===== src/gpe_cfg.svh =====
// Purpose: Constants for the 1000BASE-X PCS framing block.
// Assumes: One code group per clock, 8-bit code group plus K flag.
// Notes:   Code-group values are the decoded 8-bit form (before 8B/10B).
//
// Functional notes
// - Configuration sets alternate, four groups each
// - Idles: comma then correcting or preserving data
// - Delimiters: extend, start, end, error codes
// - Idle comma even slot, data odd
// - Even start: start replaces first preamble byte
// - Odd start: idle completion, then start
// - Receiver restores preamble byte for start
// - Preamble byte lost at odd start not regenerated
// - End code immediately after enable falls
// - Slot alignment kept through whole frame
// - Even end: one carrier extend follows
// - Odd end: two carrier extends follow
// - First idle picked by running disparity
// - End plus two extends: error, 0x0F
// - Stream via serial or ten-bit interface
`ifndef GPE_CFG_SVH
`define GPE_CFG_SVH

// ----------------------------------------------------------------------
// Code groups
// ----------------------------------------------------------------------
`define GPE_K28_5        8'hBC
`define GPE_D21_5        8'hB5
`define GPE_D2_2         8'h42
`define GPE_D5_6         8'hC5
`define GPE_D16_2        8'h50
`define GPE_K23_7        8'hF7
`define GPE_K27_7        8'hFB
`define GPE_K29_7        8'hFD
`define GPE_K30_7        8'hFE

// ----------------------------------------------------------------------
// GMII values and sequence counts
// ----------------------------------------------------------------------
`define GPE_PREAMBLE     8'h55
`define GPE_FRAME_EXT    8'h0F
`define GPE_ZERO_BYTE    8'h00
`define GPE_CFG_FIRST    2'h0
`define GPE_CFG_SECOND   2'h1
`define GPE_CFG_THIRD    2'h2
`define GPE_CFG_LAST     2'h3
`define GPE_CFG_STEP     2'h1

`endif


===== src/gpe_pkg.sv =====
// Purpose: Types shared by the PCS framing modules.
// Assumes: Nothing beyond the configuration header.
// Notes:   State encodings are left to the tools.
package gpe_pkg;

   typedef enum logic [2:0] {
      GPE_TX_IDLE,
      GPE_TX_SOP,
      GPE_TX_DATA,
      GPE_TX_EXT2,
      GPE_TX_EXT1,
      GPE_TX_CFG
   } gpe_tx_state_t;

   typedef enum logic [1:0] {
      GPE_RX_IDLE,
      GPE_RX_DATA,
      GPE_RX_TERM,
      GPE_RX_TERM_EXT
   } gpe_rx_state_t;

endpackage : gpe_pkg


===== src/gpe_cg_match.sv =====
// Purpose: Detects one fixed code group on the receive stream.
// Assumes: Code group and K flag arrive on the block clock.
// Notes:   Purely combinational.
`timescale 1ns/10ps
module gpe_cg_match
   import gpe_pkg::*;
#(
   parameter logic [7:0] MATCH_CG = 8'h00,
   parameter logic       MATCH_K  = 1'b1
) (
   input  wire logic [7:0] i_cg,
   input  wire logic       i_k,
   output logic            o_hit
);
   assign o_hit = (i_cg == MATCH_CG) && (i_k == MATCH_K);
endmodule : gpe_cg_match


===== src/gpe_cfg_seq.sv =====
// Purpose: Picks one code group of a configuration ordered set.
// Assumes: Index walks 0..3 inside one set.
// Notes:   Variant flag selects the first or second configuration set.
`timescale 1ns/10ps
`include "gpe_cfg.svh"
module gpe_cfg_seq
   import gpe_pkg::*;
(
   input  wire logic [1:0]  i_idx,
   input  wire logic        i_second,
   input  wire logic [15:0] i_word,
   output logic [7:0]       o_cg,
   output logic             o_k
);
   always_comb begin
      o_k  = 1'b0;
      o_cg = i_word[15:8];
      if (i_idx == `GPE_CFG_FIRST) begin
         o_cg = `GPE_K28_5;
         o_k  = 1'b1;
      end else if (i_idx == `GPE_CFG_SECOND) begin
         o_cg = i_second ? `GPE_D2_2 : `GPE_D21_5;
      end else if (i_idx == `GPE_CFG_THIRD) begin
         o_cg = i_word[7:0];
      end
   end
endmodule : gpe_cfg_seq


===== src/gpe_pcs_frame_encap.sv =====
// Purpose: 1000BASE-X PCS framing: GMII to code groups and back.
// Assumes: One code group per i_clk; line logic on the same clock.
// Notes:   8B/10B coding lies outside; running disparity comes in.
`timescale 1ns/10ps
`include "gpe_cfg.svh"
module gpe_pcs_frame_encap
   import gpe_pkg::*;
#(
   parameter int CG_W = 8
) (
   input  wire logic        i_clk,
   input  wire logic        i_rst,
   input  wire logic [7:0]  i_gmii_txd,
   input  wire logic        i_gmii_tx_en,
   input  wire logic        i_gmii_tx_er,
   input  wire logic        i_cfg_send,
   input  wire logic [15:0] i_cfg_word,
   input  wire logic        i_tx_rd_pos,
   input  wire logic        i_use_tbi,
   output logic [7:0]       o_ser_tx_cg,
   output logic             o_ser_tx_k,
   output logic [7:0]       o_tbi_tx_cg,
   output logic             o_tbi_tx_k,
   output logic             o_tx_odd,
   input  wire logic [7:0]  i_ser_rx_cg,
   input  wire logic        i_ser_rx_k,
   input  wire logic [7:0]  i_tbi_rx_cg,
   input  wire logic        i_tbi_rx_k,
   output logic [7:0]       o_gmii_rxd,
   output logic             o_gmii_rx_dv,
   output logic             o_gmii_rx_er
);

   // ----------------------------------------------------------------------
   // Elaboration check
   // ----------------------------------------------------------------------
   if (CG_W != 8) begin : g_bad_width
      $error("gpe_pcs_frame_encap: CG_W must be 8");
   end

   // ----------------------------------------------------------------------
   // Transmit state
   // ----------------------------------------------------------------------
   gpe_tx_state_t tx_st_q;
   gpe_tx_state_t tx_st_d;
   logic          tx_odd_q;
   logic          tx_odd_d;
   logic          first_idle_q;
   logic          first_idle_d;
   logic [1:0]    cfg_idx_q;
   logic [1:0]    cfg_idx_d;
   logic          cfg_second_q;
   logic          cfg_second_d;
   logic [7:0]    tx_cg;
   logic          tx_k;
   logic [7:0]    ser_cg_q;
   logic [7:0]    ser_cg_d;
   logic          ser_k_q;
   logic          ser_k_d;
   logic [7:0]    tbi_cg_q;
   logic [7:0]    tbi_cg_d;
   logic          tbi_k_q;
   logic          tbi_k_d;
   logic          odd_out_q;
   logic [7:0]    cfg_cg;
   logic          cfg_k;

   gpe_cfg_seq u_cfg_seq (
      .i_idx    (cfg_idx_q),
      .i_second (cfg_second_q),
      .i_word   (i_cfg_word),
      .o_cg     (cfg_cg),
      .o_k      (cfg_k)
   );

   always_comb begin
      tx_st_d      = tx_st_q;
      first_idle_d = first_idle_q;
      cfg_idx_d    = cfg_idx_q;
      cfg_second_d = cfg_second_q;
      tx_cg        = `GPE_K28_5;
      tx_k         = 1'b1;
      tx_odd_d     = ~tx_odd_q;
      case (tx_st_q)
         GPE_TX_IDLE: begin
            if (!tx_odd_q) begin
               if (i_gmii_tx_en) begin
                  tx_cg   = `GPE_K27_7;
                  tx_st_d = GPE_TX_DATA;
               end else if (i_cfg_send) begin
                  tx_cg     = cfg_cg;
                  tx_k      = cfg_k;
                  cfg_idx_d = `GPE_CFG_SECOND;
                  tx_st_d   = GPE_TX_CFG;
               end else begin
                  tx_cg = `GPE_K28_5;
               end
            end else begin
               tx_k         = 1'b0;
               first_idle_d = 1'b0;
               if (first_idle_q && i_tx_rd_pos && !i_gmii_tx_en) begin
                  tx_cg = `GPE_D5_6;
               end else begin
                  tx_cg = `GPE_D16_2;
               end
               if (i_gmii_tx_en) begin
                  tx_st_d = GPE_TX_SOP;
               end
            end
         end
         GPE_TX_SOP: begin
            tx_cg   = `GPE_K27_7;
            tx_st_d = GPE_TX_DATA;
         end
         GPE_TX_DATA: begin
            if (i_gmii_tx_en) begin
               if (i_gmii_tx_er) begin
                  tx_cg = `GPE_K30_7;
               end else begin
                  tx_cg = i_gmii_txd;
                  tx_k  = 1'b0;
               end
            end else begin
               tx_cg = `GPE_K29_7;
               if (tx_odd_q) begin
                  tx_st_d = GPE_TX_EXT2;
               end else begin
                  tx_st_d = GPE_TX_EXT1;
               end
            end
         end
         GPE_TX_EXT2: begin
            tx_cg   = `GPE_K23_7;
            tx_st_d = GPE_TX_EXT1;
         end
         GPE_TX_EXT1: begin
            tx_cg        = `GPE_K23_7;
            first_idle_d = 1'b1;
            tx_st_d      = GPE_TX_IDLE;
         end
         GPE_TX_CFG: begin
            tx_cg     = cfg_cg;
            tx_k      = cfg_k;
            cfg_idx_d = cfg_idx_q + `GPE_CFG_STEP;
            if (cfg_idx_q == `GPE_CFG_LAST) begin
               cfg_idx_d    = `GPE_CFG_FIRST;
               cfg_second_d = ~cfg_second_q;
               tx_st_d      = GPE_TX_IDLE;
            end
         end
         default: begin
            tx_st_d = GPE_TX_IDLE;
         end
      endcase
   end

   // ----------------------------------------------------------------------
   // Line selection, transmit side
   // ----------------------------------------------------------------------
   // Unused port keeps sending comma so a listener stays aligned
   always_comb begin
      ser_cg_d = `GPE_K28_5;
      ser_k_d  = 1'b1;
      tbi_cg_d = `GPE_K28_5;
      tbi_k_d  = 1'b1;
      if (i_use_tbi) begin
         tbi_cg_d = tx_cg;
         tbi_k_d  = tx_k;
      end else begin
         ser_cg_d = tx_cg;
         ser_k_d  = tx_k;
      end
   end

   always_ff @(posedge i_clk or posedge i_rst) begin
      if (i_rst) begin
         tx_st_q      <= GPE_TX_IDLE;
         tx_odd_q     <= 1'b0;
         first_idle_q <= 1'b0;
         cfg_idx_q    <= `GPE_CFG_FIRST;
         cfg_second_q <= 1'b0;
         ser_cg_q     <= `GPE_K28_5;
         ser_k_q      <= 1'b1;
         tbi_cg_q     <= `GPE_K28_5;
         tbi_k_q      <= 1'b1;
         odd_out_q    <= 1'b1;
      end else begin
         tx_st_q      <= tx_st_d;
         tx_odd_q     <= tx_odd_d;
         first_idle_q <= first_idle_d;
         cfg_idx_q    <= cfg_idx_d;
         cfg_second_q <= cfg_second_d;
         ser_cg_q     <= ser_cg_d;
         ser_k_q      <= ser_k_d;
         tbi_cg_q     <= tbi_cg_d;
         tbi_k_q      <= tbi_k_d;
         odd_out_q    <= tx_odd_q;
      end
   end

   assign o_ser_tx_cg = ser_cg_q;
   assign o_ser_tx_k  = ser_k_q;
   assign o_tbi_tx_cg = tbi_cg_q;
   assign o_tbi_tx_k  = tbi_k_q;
   assign o_tx_odd    = odd_out_q;

   // ----------------------------------------------------------------------
   // Receive decode
   // ----------------------------------------------------------------------
   gpe_rx_state_t rx_st_q;
   gpe_rx_state_t rx_st_d;
   logic [7:0]    rx_cg;
   logic          rx_k;
   logic          hit_sop;
   logic          hit_eop;
   logic          hit_ext;
   logic          hit_err;
   logic [7:0]    rxd_q;
   logic [7:0]    rxd_d;
   logic          rx_dv_q;
   logic          rx_dv_d;
   logic          rx_er_q;
   logic          rx_er_d;

   assign rx_cg = i_use_tbi ? i_tbi_rx_cg : i_ser_rx_cg;
   assign rx_k  = i_use_tbi ? i_tbi_rx_k : i_ser_rx_k;

   gpe_cg_match #(.MATCH_CG(`GPE_K27_7), .MATCH_K(1'b1)) u_hit_sop (
      .i_cg  (rx_cg),
      .i_k   (rx_k),
      .o_hit (hit_sop)
   );
   gpe_cg_match #(.MATCH_CG(`GPE_K29_7), .MATCH_K(1'b1)) u_hit_eop (
      .i_cg  (rx_cg),
      .i_k   (rx_k),
      .o_hit (hit_eop)
   );
   gpe_cg_match #(.MATCH_CG(`GPE_K23_7), .MATCH_K(1'b1)) u_hit_ext (
      .i_cg  (rx_cg),
      .i_k   (rx_k),
      .o_hit (hit_ext)
   );
   gpe_cg_match #(.MATCH_CG(`GPE_K30_7), .MATCH_K(1'b1)) u_hit_err (
      .i_cg  (rx_cg),
      .i_k   (rx_k),
      .o_hit (hit_err)
   );

   always_comb begin
      rx_st_d = rx_st_q;
      rxd_d   = `GPE_ZERO_BYTE;
      rx_dv_d = 1'b0;
      rx_er_d = 1'b0;
      case (rx_st_q)
         GPE_RX_IDLE: begin
            if (hit_sop) begin
               rxd_d   = `GPE_PREAMBLE;
               rx_dv_d = 1'b1;
               rx_st_d = GPE_RX_DATA;
            end
         end
         GPE_RX_DATA: begin
            if (hit_eop) begin
               rx_st_d = GPE_RX_TERM;
            end else if (rx_k && !hit_err) begin
               // Unexpected control code ends the frame in error
               rx_er_d = 1'b1;
               rx_dv_d = 1'b1;
               rx_st_d = GPE_RX_IDLE;
            end else begin
               rxd_d   = rx_cg;
               rx_dv_d = 1'b1;
               rx_er_d = hit_err;
            end
         end
         GPE_RX_TERM: begin
            rx_st_d = hit_ext ? GPE_RX_TERM_EXT : GPE_RX_IDLE;
         end
         GPE_RX_TERM_EXT: begin
            if (hit_ext) begin
               rxd_d   = `GPE_FRAME_EXT;
               rx_er_d = 1'b1;
            end
            rx_st_d = GPE_RX_IDLE;
         end
         default: begin
            rx_st_d = GPE_RX_IDLE;
         end
      endcase
   end

   always_ff @(posedge i_clk or posedge i_rst) begin
      if (i_rst) begin
         rx_st_q <= GPE_RX_IDLE;
         rxd_q   <= `GPE_ZERO_BYTE;
         rx_dv_q <= 1'b0;
         rx_er_q <= 1'b0;
      end else begin
         rx_st_q <= rx_st_d;
         rxd_q   <= rxd_d;
         rx_dv_q <= rx_dv_d;
         rx_er_q <= rx_er_d;
      end
   end

   assign o_gmii_rxd   = rxd_q;
   assign o_gmii_rx_dv = rx_dv_q;
   assign o_gmii_rx_er = rx_er_q;

endmodule : gpe_pcs_frame_encap


===== config.mk =====
export PLATFORM = sky130hd
export DESIGN_NAME = gpe_pcs_frame_encap
export DESIGN_NICKNAME = d
export VERILOG_FILES = /design/src/gpe_pkg.sv /design/src/gpe_cg_match.sv /design/src/gpe_cfg_seq.sv /design/src/gpe_pcs_frame_encap.sv
export VERILOG_INCLUDE_DIRS = /design/src /design/src/src
export SDC_FILE = /design/constraint.sdc
export NUM_CORES = 1
export LEC_CHECK = 0
export ABC_CLOCK_PERIOD_IN_PS = 4600
export BUFFER_PORTS_ARGS = -buffer_cell sky130_fd_sc_hd__buf_2
export CAP_MARGIN = 25
export CORE_MARGIN = 2
export CORE_UTILIZATION = 50
export CTS_BUF_LIST = sky130_fd_sc_hd__clkbuf_16
export DETAILED_ROUTE_END_ITERATION = 16
export PLACE_DENSITY = 0.79
export SETUP_SLACK_MARGIN = 0.5
export SYNTH_ARGS = -nofsm -noshare
export SYNTH_HDL_FRONTEND = slang
export SYNTH_SLANG_ARGS = --single-unit

===== constraint.sdc =====
create_clock -name i_clk -period 4.6 [get_ports i_clk]
set_clock_uncertainty 0.1 [all_clocks]
set_input_delay 0.46 -clock i_clk [delete_from_list [all_inputs] [get_ports i_clk]]
set_output_delay 0.46 -clock i_clk [all_outputs]
set_load 0.01 [all_outputs]

## Word level (Yosys, flattened, before mapping)

Cells that the tools add are included.

- Logic and storage cells: 118
- Register bits after elaboration: 39
- Output and inout port bits: 29
- Input port bits: 49

- Eq/ne operators: 25
- $add $sub $neg: 1
- Mux-type cells: 56
- Reduce and logical (&&, ||, !) cells: 20
- Bitwise operators: 2

Operators with widths:

| operator | number |
|---|---|
| two-way mux 8 bit | 15 |
| one-hot mux 8 bit (5 select lines) | 1 |
| equality test 8 bit, second input constant | 4 |
| one-hot mux 8 bit (3 select lines) | 1 |
| two-way mux 3 bit | 7 |
| two-way mux 2 bit | 8 |
| two-way mux 1 bit | 15 |
| one-hot mux 3 bit (5 select lines) | 1 |
| != test 2 bit, second input constant | 7 |
| != test 3 bit, second input constant | 3 |
| equality test 2 bit, second input constant | 4 |
| one-hot mux 2 bit (4 select lines) | 1 |
| AND reduction 4 bit | 2 |
| logical AND 1 bit | 7 |
| two-way mux 7 bit | 1 |
| equality test 3 x 2 -> 1 bit, second input constant | 2 |
| equality test 3 bit, second input constant | 2 |
| one-hot mux 1 bit (2 select lines) | 3 |
| AND reduction 2 bit | 3 |
| equality test 2 x 1 -> 1 bit, second input constant | 2 |
| logical NOT 2 bit | 2 |
| two-way mux 4 bit | 1 |
| one-hot mux 2 bit (2 select lines) | 1 |
| nonzero test 2 bit | 2 |
| other kinds (7) | 9 |

## Longest topological paths before layout

Gate-level depths: netlist of run 1.

- Depth in word-level cells: 9
- Mapped depth: 8
- Gate-level depth less buffers: 7

## Hierarchy

Synthesis of run 1 repeated with hierarchy kept, for this count alone.

- Cells, all modules: 245
- Area total of the unflattened synthesis: 2274.7 sq um

Modules (own cells, without submodules):

| module | cells an instance | area each (sq um) | sequential area each (sq um) | instances |
|---|---|---|---|---|
| gpe_pcs_frame_encap | 200 | 2019.4 | 992.2 | 1 |
| gpe_cfg_seq | 29 | 147.6 | 0.0 | 1 |
| gpe_cg_match (u_hit_ext ...) | 4 | 27.5 | 0.0 | 2 |
| gpe_cg_match (u_hit_eop ...) | 4 | 26.3 | 0.0 | 2 |

## Worst setup path after synthesis of run 1

Ideal clock, no wire load.

- Kind: register to register
- Start point: reg cfg_idx_q[0]
- End point: reg ser_cg_q[1] (netlist: o_ser_tx_cg[1])
- Arrival time: 1.806 ns
- Cell stages (with the launch flop): 9
- Setup time: 0.134 ns
- Path buffers: 1
- Data required time: 4.366 ns
- Path slack: 2.560 ns
- Clock period less this slack: 2.040 ns
- Cell sequence: dfrtp_1 inv_1 ha_1 clkbuf_1 mux2_2 o22ai_1 nor3_1 a211oi_1 nor2_1

- Cells in the longest elaborated chain, start to end: 9
- Elaborated cells on any way between the ends: 11
- Those cells by class: eq/ne (2); mux (8); reduce/logical (1)

RTL lines:

| what | RTL line | source |
|---|---|---|
| from (decl) | gpe_pcs_frame_encap.sv:50 | `logic [1:0] cfg_idx_q;` |
| from (signal assigned) | gpe_pcs_frame_encap.sv:180 | `` cfg_idx_q <= `GPE_CFG_FIRST; `` |
| from (signal assigned) | gpe_pcs_frame_encap.sv:191 | `cfg_idx_q <= cfg_idx_d;` |
| equality test 2 bit (no line) | - |  |
| two-way mux 8 bit | gpe_cfg_seq.sv:23 | `` end else if (i_idx == `GPE_CFG_THIRD) begin `` |
| two-way mux 8 bit | gpe_cfg_seq.sv:21 | `` end else if (i_idx == `GPE_CFG_SECOND) begin `` |
| two-way mux 8 bit (*) | gpe_cfg_seq.sv:18 | `` if (i_idx == `GPE_CFG_FIRST) begin `` |
| two-way mux 8 bit | gpe_pcs_frame_encap.sv:90 | `end else if (i_cfg_send) begin` |
| two-way mux 8 bit | gpe_pcs_frame_encap.sv:87 | `if (i_gmii_tx_en) begin` |
| two-way mux 8 bit | gpe_pcs_frame_encap.sv:86 | `if (!tx_odd_q) begin` |
| one-hot mux 8 bit (5 select lines) (*) | gpe_pcs_frame_encap.sv:84 | `case (tx_st_q)` |
| two-way mux 8 bit (*) | gpe_pcs_frame_encap.sv:166 | `if (i_use_tbi) begin` |
| named net ser_cg_d[1] | gpe_pcs_frame_encap.sv:57 | `logic [7:0] ser_cg_d;` |
| to (signal assigned) | gpe_pcs_frame_encap.sv:182 | `` ser_cg_q <= `GPE_K28_5; `` |
| to (signal assigned) | gpe_pcs_frame_encap.sv:193 | `ser_cg_q <= ser_cg_d;` |
| to (decl) | gpe_pcs_frame_encap.sv:56 | `logic [7:0] ser_cg_q;` |

Mark *: on every way through the listed nets, which the timed path passes. The rest lies on a longest branch.
A chain may end at the register's enable or synchronous reset.

## Worst setup path after layout of run 1

Ends and elaborated chain as after synthesis.

==> results.toml, run 1 <==
[status]
run_status = "completed"

[sta]
finalHoldViolations = 0
timing_limited_maximum_frequency_ghz = 0.435
setup_viol = 0
setup_total_negative_slack_ns = 0
final-max-slew-violation-count = 0
worst_slew_pin_slew_ns = 0.704
fin_hold_ws_ns = 0.188
post-route-worst-setup-slack_ns = 2.30
max-slew-margin-rel_pct = 53.1
final_period_minus_worst_setup_slack_ns = 2.30
grt_setup_unrepaired = "false"
timing.final.crit_share_pct = 49.9

[grt]
number_of_antenna_violations_at_the_first_check_in_global_routing = 0
met3_usage_pct = 4.44
first_global_vias = 1846
grt-busiest-layer = "met2"
grt_pass1_wl_um = 9000
global_route.usage.met1_pct = 32.6
globalRoute.totalOverflow = 0
globalRouteMet2Util_pct = 33.9
grt_start_max_net_pins = 40
global_route.usage.total_pct = 22.5

[yosys]
share_of_synthesized_area_occupied_by_flip_flops_and_latches_pct = 42.8
post_synth_inst_count = 251
synth.distinct_cells = 53
netlist_area_mm2 = 0.00232
synth_enable_flop_cells = 0
postSynthAreaPerCell_um2 = 9.24
ys_async_sr_fraction_pct = 100
synthesis.yosys.warnings = 0
syn-num-nets = 304
synthFlopType = "sky130_fd_sc_hd__dfrtp_1"
yosys_register_bits = 39

[cts]
maximum_level_of_the_cts_h_tree = 2
post_cts_buffers = 0
number_of_buffers_created_by_cts = 5
maximum_buffer_depth_of_the_clock_tree = 2
cts_hold_buffers = 0
cts_root_buffer = "sky130_fd_sc_hd__clkbuf_16"
worst_skew_pair.late_latency_ns = 0.28
clock-sinks = 39
cts.reportedPaths.clkPinSlew_ns = 0.05
cts_tree = "done"
number_of_gates_resized_after_cts = 0

[setup_path]
crit_path_cell_trace = "inv_1, ha_1, mux2_2, o22ai_1, nor3_1, a211oi_1, nor2_1"
timing.critical_path.fanout_max = 13
cp-start-kind = "register"
endpoint_kind = "register"
critical_path.reg2reg.startpoint = "cfg_idx_q[0]"
arrival_ns = 2.33
cp.buffers_inverters = 1
cp.required_ns = 4.64
cpLargestDelayFamily = "compound AO/OA/AOI/OAI gates"
path_class = "reg2reg"
worstSetupStartpoint = "cfg_idx_q[0]"
critPathMaxStageDelay_ns = 0.44
crit_path_top_delay_cell = "sky130_fd_sc_hd__ha_1"

[final_layout]
finish.utilization_pct = 64.5
fillCellCount = 381
layout.cells.non_filler = 375
layout-drive-gt1-share_pct = 33.4
mostFrequentLayoutCells = "77 x sky130_fd_sc_hd__buf_2, 26 x sky130_fd_sc_hd__nor2_1, 26 x sky130_fd_sc_hd__dfrtp_1"
net_count_reported_at_finish = 375
layout.cells.most_common = "sky130_fd_sc_hd__buf_2"
flow.area_growth_from_synthesis_pct = 22.7
insertedDiodeCount = 0

[floorplan]
floorplan.die_area_mm2 = 0.00520
core_region_area_mm2 = 0.00441
dieWidth_um = 72.1
initial_core_util_pct = 52.6
pin_count = 78
die_height_um = 72.1
rows = 24

[route]
detail_route.vias_per_cell = 5.62
initialDrtViolationCount = 185
drc_errors = 0
dr_vias = 2108
detail-route-antenna-nets = 0
total_wire_length_after_detailed_routing_um = 5520
route.detailed.wl_per_inst_um = 14.7
number_of_detailed_route_iterations_in_the_first_pass = 4

[worst_hold_path]
min-delay-path-class = "in2async"

[placement]
dp_hpwl_um = 4120
preCtsSetupSlack_ns = 2.10
placed_cells_incl_taps = 367
gp_routability_congestion = 0.962
place.port_buffers = 77

[power]
power-per-cell-area_mw_per_mm2 = 487
power.static_leakage_nw = 1.38
power.ir.vdd_worst_mv = 0.293

[job]
drv.max_cap_violation_count = 0
==> synth_stat cells (3+ instances only) <==
master                      n  area, um2
sky130_fd_sc_hd__nand2_1   23       86.3
sky130_fd_sc_hd__o31ai_1    3       22.5
sky130_fd_sc_hd__dfstp_2   13        342
sky130_fd_sc_hd__nor2_1    26       97.6
sky130_fd_sc_hd__o21a_1     4       30.0
sky130_fd_sc_hd__o211ai_1   3       22.5
sky130_fd_sc_hd__ha_1       4       50.1
sky130_fd_sc_hd__nor3_1     3       15.0
sky130_fd_sc_hd__a21o_1     3       22.5
sky130_fd_sc_hd__dfrtp_1   26        651
sky130_fd_sc_hd__inv_1      8       30.0
sky130_fd_sc_hd__a31oi_1    3       18.8
sky130_fd_sc_hd__clkbuf_1   9       33.8
sky130_fd_sc_hd__nand2b_1   7       43.8
sky130_fd_sc_hd__mux2i_1    9       90.1
sky130_fd_sc_hd__o21ai_0   17       85.1
sky130_fd_sc_hd__mux2_2     3       33.8
sky130_fd_sc_hd__or2_2      3       18.8
sky130_fd_sc_hd__nand3_1    9       45.0
sky130_fd_sc_hd__a211oi_1   7       52.6
sky130_fd_sc_hd__or3_1      5       31.3
sky130_fd_sc_hd__nor2b_1   11       68.8
sky130_fd_sc_hd__nand4_1    3       18.8
sky130_fd_sc_hd__a21oi_1    6       30.0
sky130_fd_sc_hd__o21bai_1   4       30.0
==> cell type report <==
| class | count | area [um2] | share of cell area [%] |
|---|---|---|---|
| flip-flops and latches | 39 | 992 | 34.9 |
| repair buffers | 78 | 393 | 13.8 |
| inverters | 8 | 30.0 | 1.05 |
| well taps | 52 | 65.1 | 2.29 |
| clock inverters | 3 | 12.5 | 0.440 |
| clock buffers | 5 | 125 | 4.40 |
| multi-input cells | 190 | 1230 | 43.2 |
==> flip-flops by register name, summed over array words and instances (netlist names), 2 cells and up <==
name	flops
rx_st_q	2
o_tbi_tx_cg	8
o_ser_tx_cg	8
cfg_idx_q	2
tx_st_q	3
o_gmii_rxd	8
==> per-layer routing <==
metal	routed length (um)	share of wire, %
met5	0	0
met4	89	1.6
met3	449	8.1
met2	2630	48
met1	2340	42
==> worst min-delay path, delay by kind of cell <==
kind | cells | cell delay, ns
buf+inv | 3 | 0.53
==> final timing paths <==
check,to,slack [ns],cells after the start
setup / recovery,o_ser_tx_cg[1],2.30,7
hold / removal,o_ser_tx_cg[0],0.19,3
setup reg to reg,o_ser_tx_cg[1],2.30,7
hold reg to reg,cfg_second_q,0.43,1
max in group asynchronous,o_tbi_tx_cg[3],3.86,3
min in group i_clk,o_gmii_rxd[7],0.36,3
==> report_power, final <==
group | switching, mW | total (mW) | leakage, nW | internal [mW]
Combinational | 0.284 | 0.516 | 0.825 | 0.232
Sequential | 0.0913 | 0.552 | 0.476 | 0.461
Clock | 0.122 | 0.318 | 0.0762 | 0.195
==> kinds of logic after synthesis <==
family          after synthesis  synth area share, %
xor+xnor                      2                0.755
fa+ha+maj                     4                 2.16
buf+inv                      22                 4.26
mux                          12                 5.34
flops                        39                 42.8
compound gates               71                 22.0
simple gates                101                 22.7
==> through the flow <==
stage	power [mW]	cell area, um2
after floorplan	0.901	2320
after global placement	1.06	2710
after detailed placement	1.07	2710
after CTS	1.39	2850
after global routing	1.48	2850
final	1.39	2850
Note: power is estimated with default switching activity, not from simulation.
==> run 2, diff against run 1 <==
Settings changed: ABC_CLOCK_PERIOD_IN_PS 4600 to 2300.
Clock period 4.6 ns to 2.3 ns, I/O delays scaled along.
==> run 2 against run 1 <==
Global-route usage up 1.1 points. Die area stayed put. Highest routed layer unchanged. Critical endpoint is now o_tbi_tx_cg[2]. Via count rose by 8.9%. Non-clock buffer count increased by 21. First-iteration DRC count fell by 17%. Critical path type unchanged. Register-to-register slack lost 1.8 ns.
==> results.toml, run 2 (synthesized netlist as in run 1, its figures left out) <==
[status]
run_status = "completed"

[sta]
post-route-worst-setup-slack_ns = 0.466
timing_limited_maximum_frequency_ghz = 0.545
setup_total_negative_slack_ns = 0
final_period_minus_worst_setup_slack_ns = 1.83
timing.final.crit_share_pct = 79.7
worst_slew_pin_slew_ns = 0.494
grt_setup_unrepaired = "true"
fin_hold_ws_ns = 0.142
final-max-slew-violation-count = 0
max-slew-margin-rel_pct = 67.0
finalHoldViolations = 0
setup_viol = 0

[grt]
global_route.usage.total_pct = 23.6
grt_start_max_net_pins = 40
grt_pass1_wl_um = 9560
first_global_vias = 2075
globalRoute.totalOverflow = 0
number_of_antenna_violations_at_the_first_check_in_global_routing = 0

[floorplan]
floorplan.die_area_mm2 = 0.00520
pin_count = 78
core_region_area_mm2 = 0.00441
rows = 24
die_height_um = 72.1
initial_core_util_pct = 52.6
dieWidth_um = 72.1

[job]
drv.max_cap_violation_count = 0

[setup_path]
path_class = "reg2reg"
cp.required_ns = 2.38
endpoint_kind = "register"
cp.buffers_inverters = 1
crit_path_top_delay_cell = "sky130_fd_sc_hd__dfrtp_1"
critPathMaxStageDelay_ns = 0.39
crit_path_cell_trace = "inv_2, ha_4, mux2_2, o21a_1, o31ai_2, o211ai_1"
cpLargestDelayFamily = "compound AO/OA/AOI/OAI gates"
cp-start-kind = "register"
arrival_ns = 1.92
timing.critical_path.fanout_max = 7

[route]
detail-route-antenna-nets = 0
drc_errors = 0
number_of_detailed_route_iterations_in_the_first_pass = 5
route.detailed.wl_per_inst_um = 16.0
dr_vias = 2295
initialDrtViolationCount = 154
total_wire_length_after_detailed_routing_um = 6320
detail_route.vias_per_cell = 5.80

[final_layout]
layout-drive-gt1-share_pct = 47.1
flow.area_growth_from_synthesis_pct = 38.6
net_count_reported_at_finish = 396
final_cell_area_mm2 = 0.00321
layout.cells.most_common = "sky130_fd_sc_hd__buf_2"
mostFrequentLayoutCells = "76 x sky130_fd_sc_hd__buf_2, 25 x sky130_fd_sc_hd__nor2_1, 23 x sky130_fd_sc_hd__nand2_1"
layout.area.seq_um2 = 997
fillCellCount = 310
layout.cells.non_filler = 396
insertedDiodeCount = 0
multiInputGateArea_mm2 = 0.00140

[cts]
cts_root_buffer = "sky130_fd_sc_hd__clkbuf_16"
cts_tree = "done"
clock-sinks = 39
maximum_buffer_depth_of_the_clock_tree = 2
maximum_level_of_the_cts_h_tree = 2
worst_skew_pair.late_latency_ns = 0.28
number_of_buffers_created_by_cts = 5
cts.reportedPaths.clkPinSlew_ns = 0.06

[placement]
preCtsSetupSlack_ns = 0.233
detailed_place.area_mm2 = 0.00276
place.port_buffers = 77
gp_routability_congestion = 0.934
placed_cells_incl_taps = 372
dp_hpwl_um = 4250

[worst_hold_path]
min-delay-path-class = "in2reg"

[power]
power.ir.vdd_worst_mv = 0.698
power-per-cell-area_mw_per_mm2 = 1010
power.static_leakage_nw = 1.51
==> run 2: path summary, 6_finish.rpt <==
path | from | to | slack (ns) | cells past startpoint
worst max-delay path | cfg_idx_q[0] | o_tbi_tx_cg[2] | 0.47 | 6
worst min-delay path | i_tbi_rx_cg[7] | o_gmii_rxd[7] | 0.14 | 3
min in group asynchronous | i_rst | cfg_second_q | 0.51 | 4
worst min register to register | cfg_second_q | cfg_second_q | 0.44 | 1
max in group asynchronous | i_rst | tx_st_q[1] | 1.21 | 4
worst max register to register | cfg_idx_q[0] | o_tbi_tx_cg[2] | 0.47 | 6
==> run 2: layout make-up <==
cell class,count,share of cell area (%)
tap,52,2.02
clock buffer,5,3.89
sequential,39,31.0
clock inverter,3,1.21
timing repair buffer,99,17.4
inverter,8,1.01
multi-input combinational,190,43.4
==> run 2: worst reg2reg max path, delay by kind of cell (launching register included) <==
family | cells | cell delay [ns]
flops | 1 | 0.39
mux | 1 | 0.35
compound gates | 3 | 0.59
buf+inv | 1 | 0.11
fa+ha+maj | 1 | 0.19
==> run 2: routing by layer <==
metal,vias up,track usage [%],share of wire (%)
met3,16,5.00,6.9
met1,1095,31.7,41
met5,-,0,0
met2,96,38.3,50
li1,1088,-,-
met4,0,7.34,2.5
==> run 2: timing repair <==
action	4_1_cts	5_1_grt
pin swaps	2	10
hold endpoints to repair	26	0
gates resized for setup	16	24
setup endpoints to repair	19	28
hold buffers	1	0
buffers inserted	3	12
==> run 2: where the power goes <==
| group | switching, mW | leakage (nW) | total [mW] | internal, mW |
|---|---|---|---|---|
| Clock | 0.252 | 0.0812 | 0.757 | 0.505 |
| Combinational | 0.743 | 0.961 | 1.40 | 0.659 |
| Sequential | 0.148 | 0.471 | 1.08 | 0.930 |
==> run 2: through the flow <==
stage / util (%) / power [mW]
floorplan: - / 1.81
global placement: 62.6 / 2.15
detailed placement: 62.6 / 2.19
CTS: 68.3 / 3.03
global route: 72.8 / 3.42
finish: 72.8 / 3.24
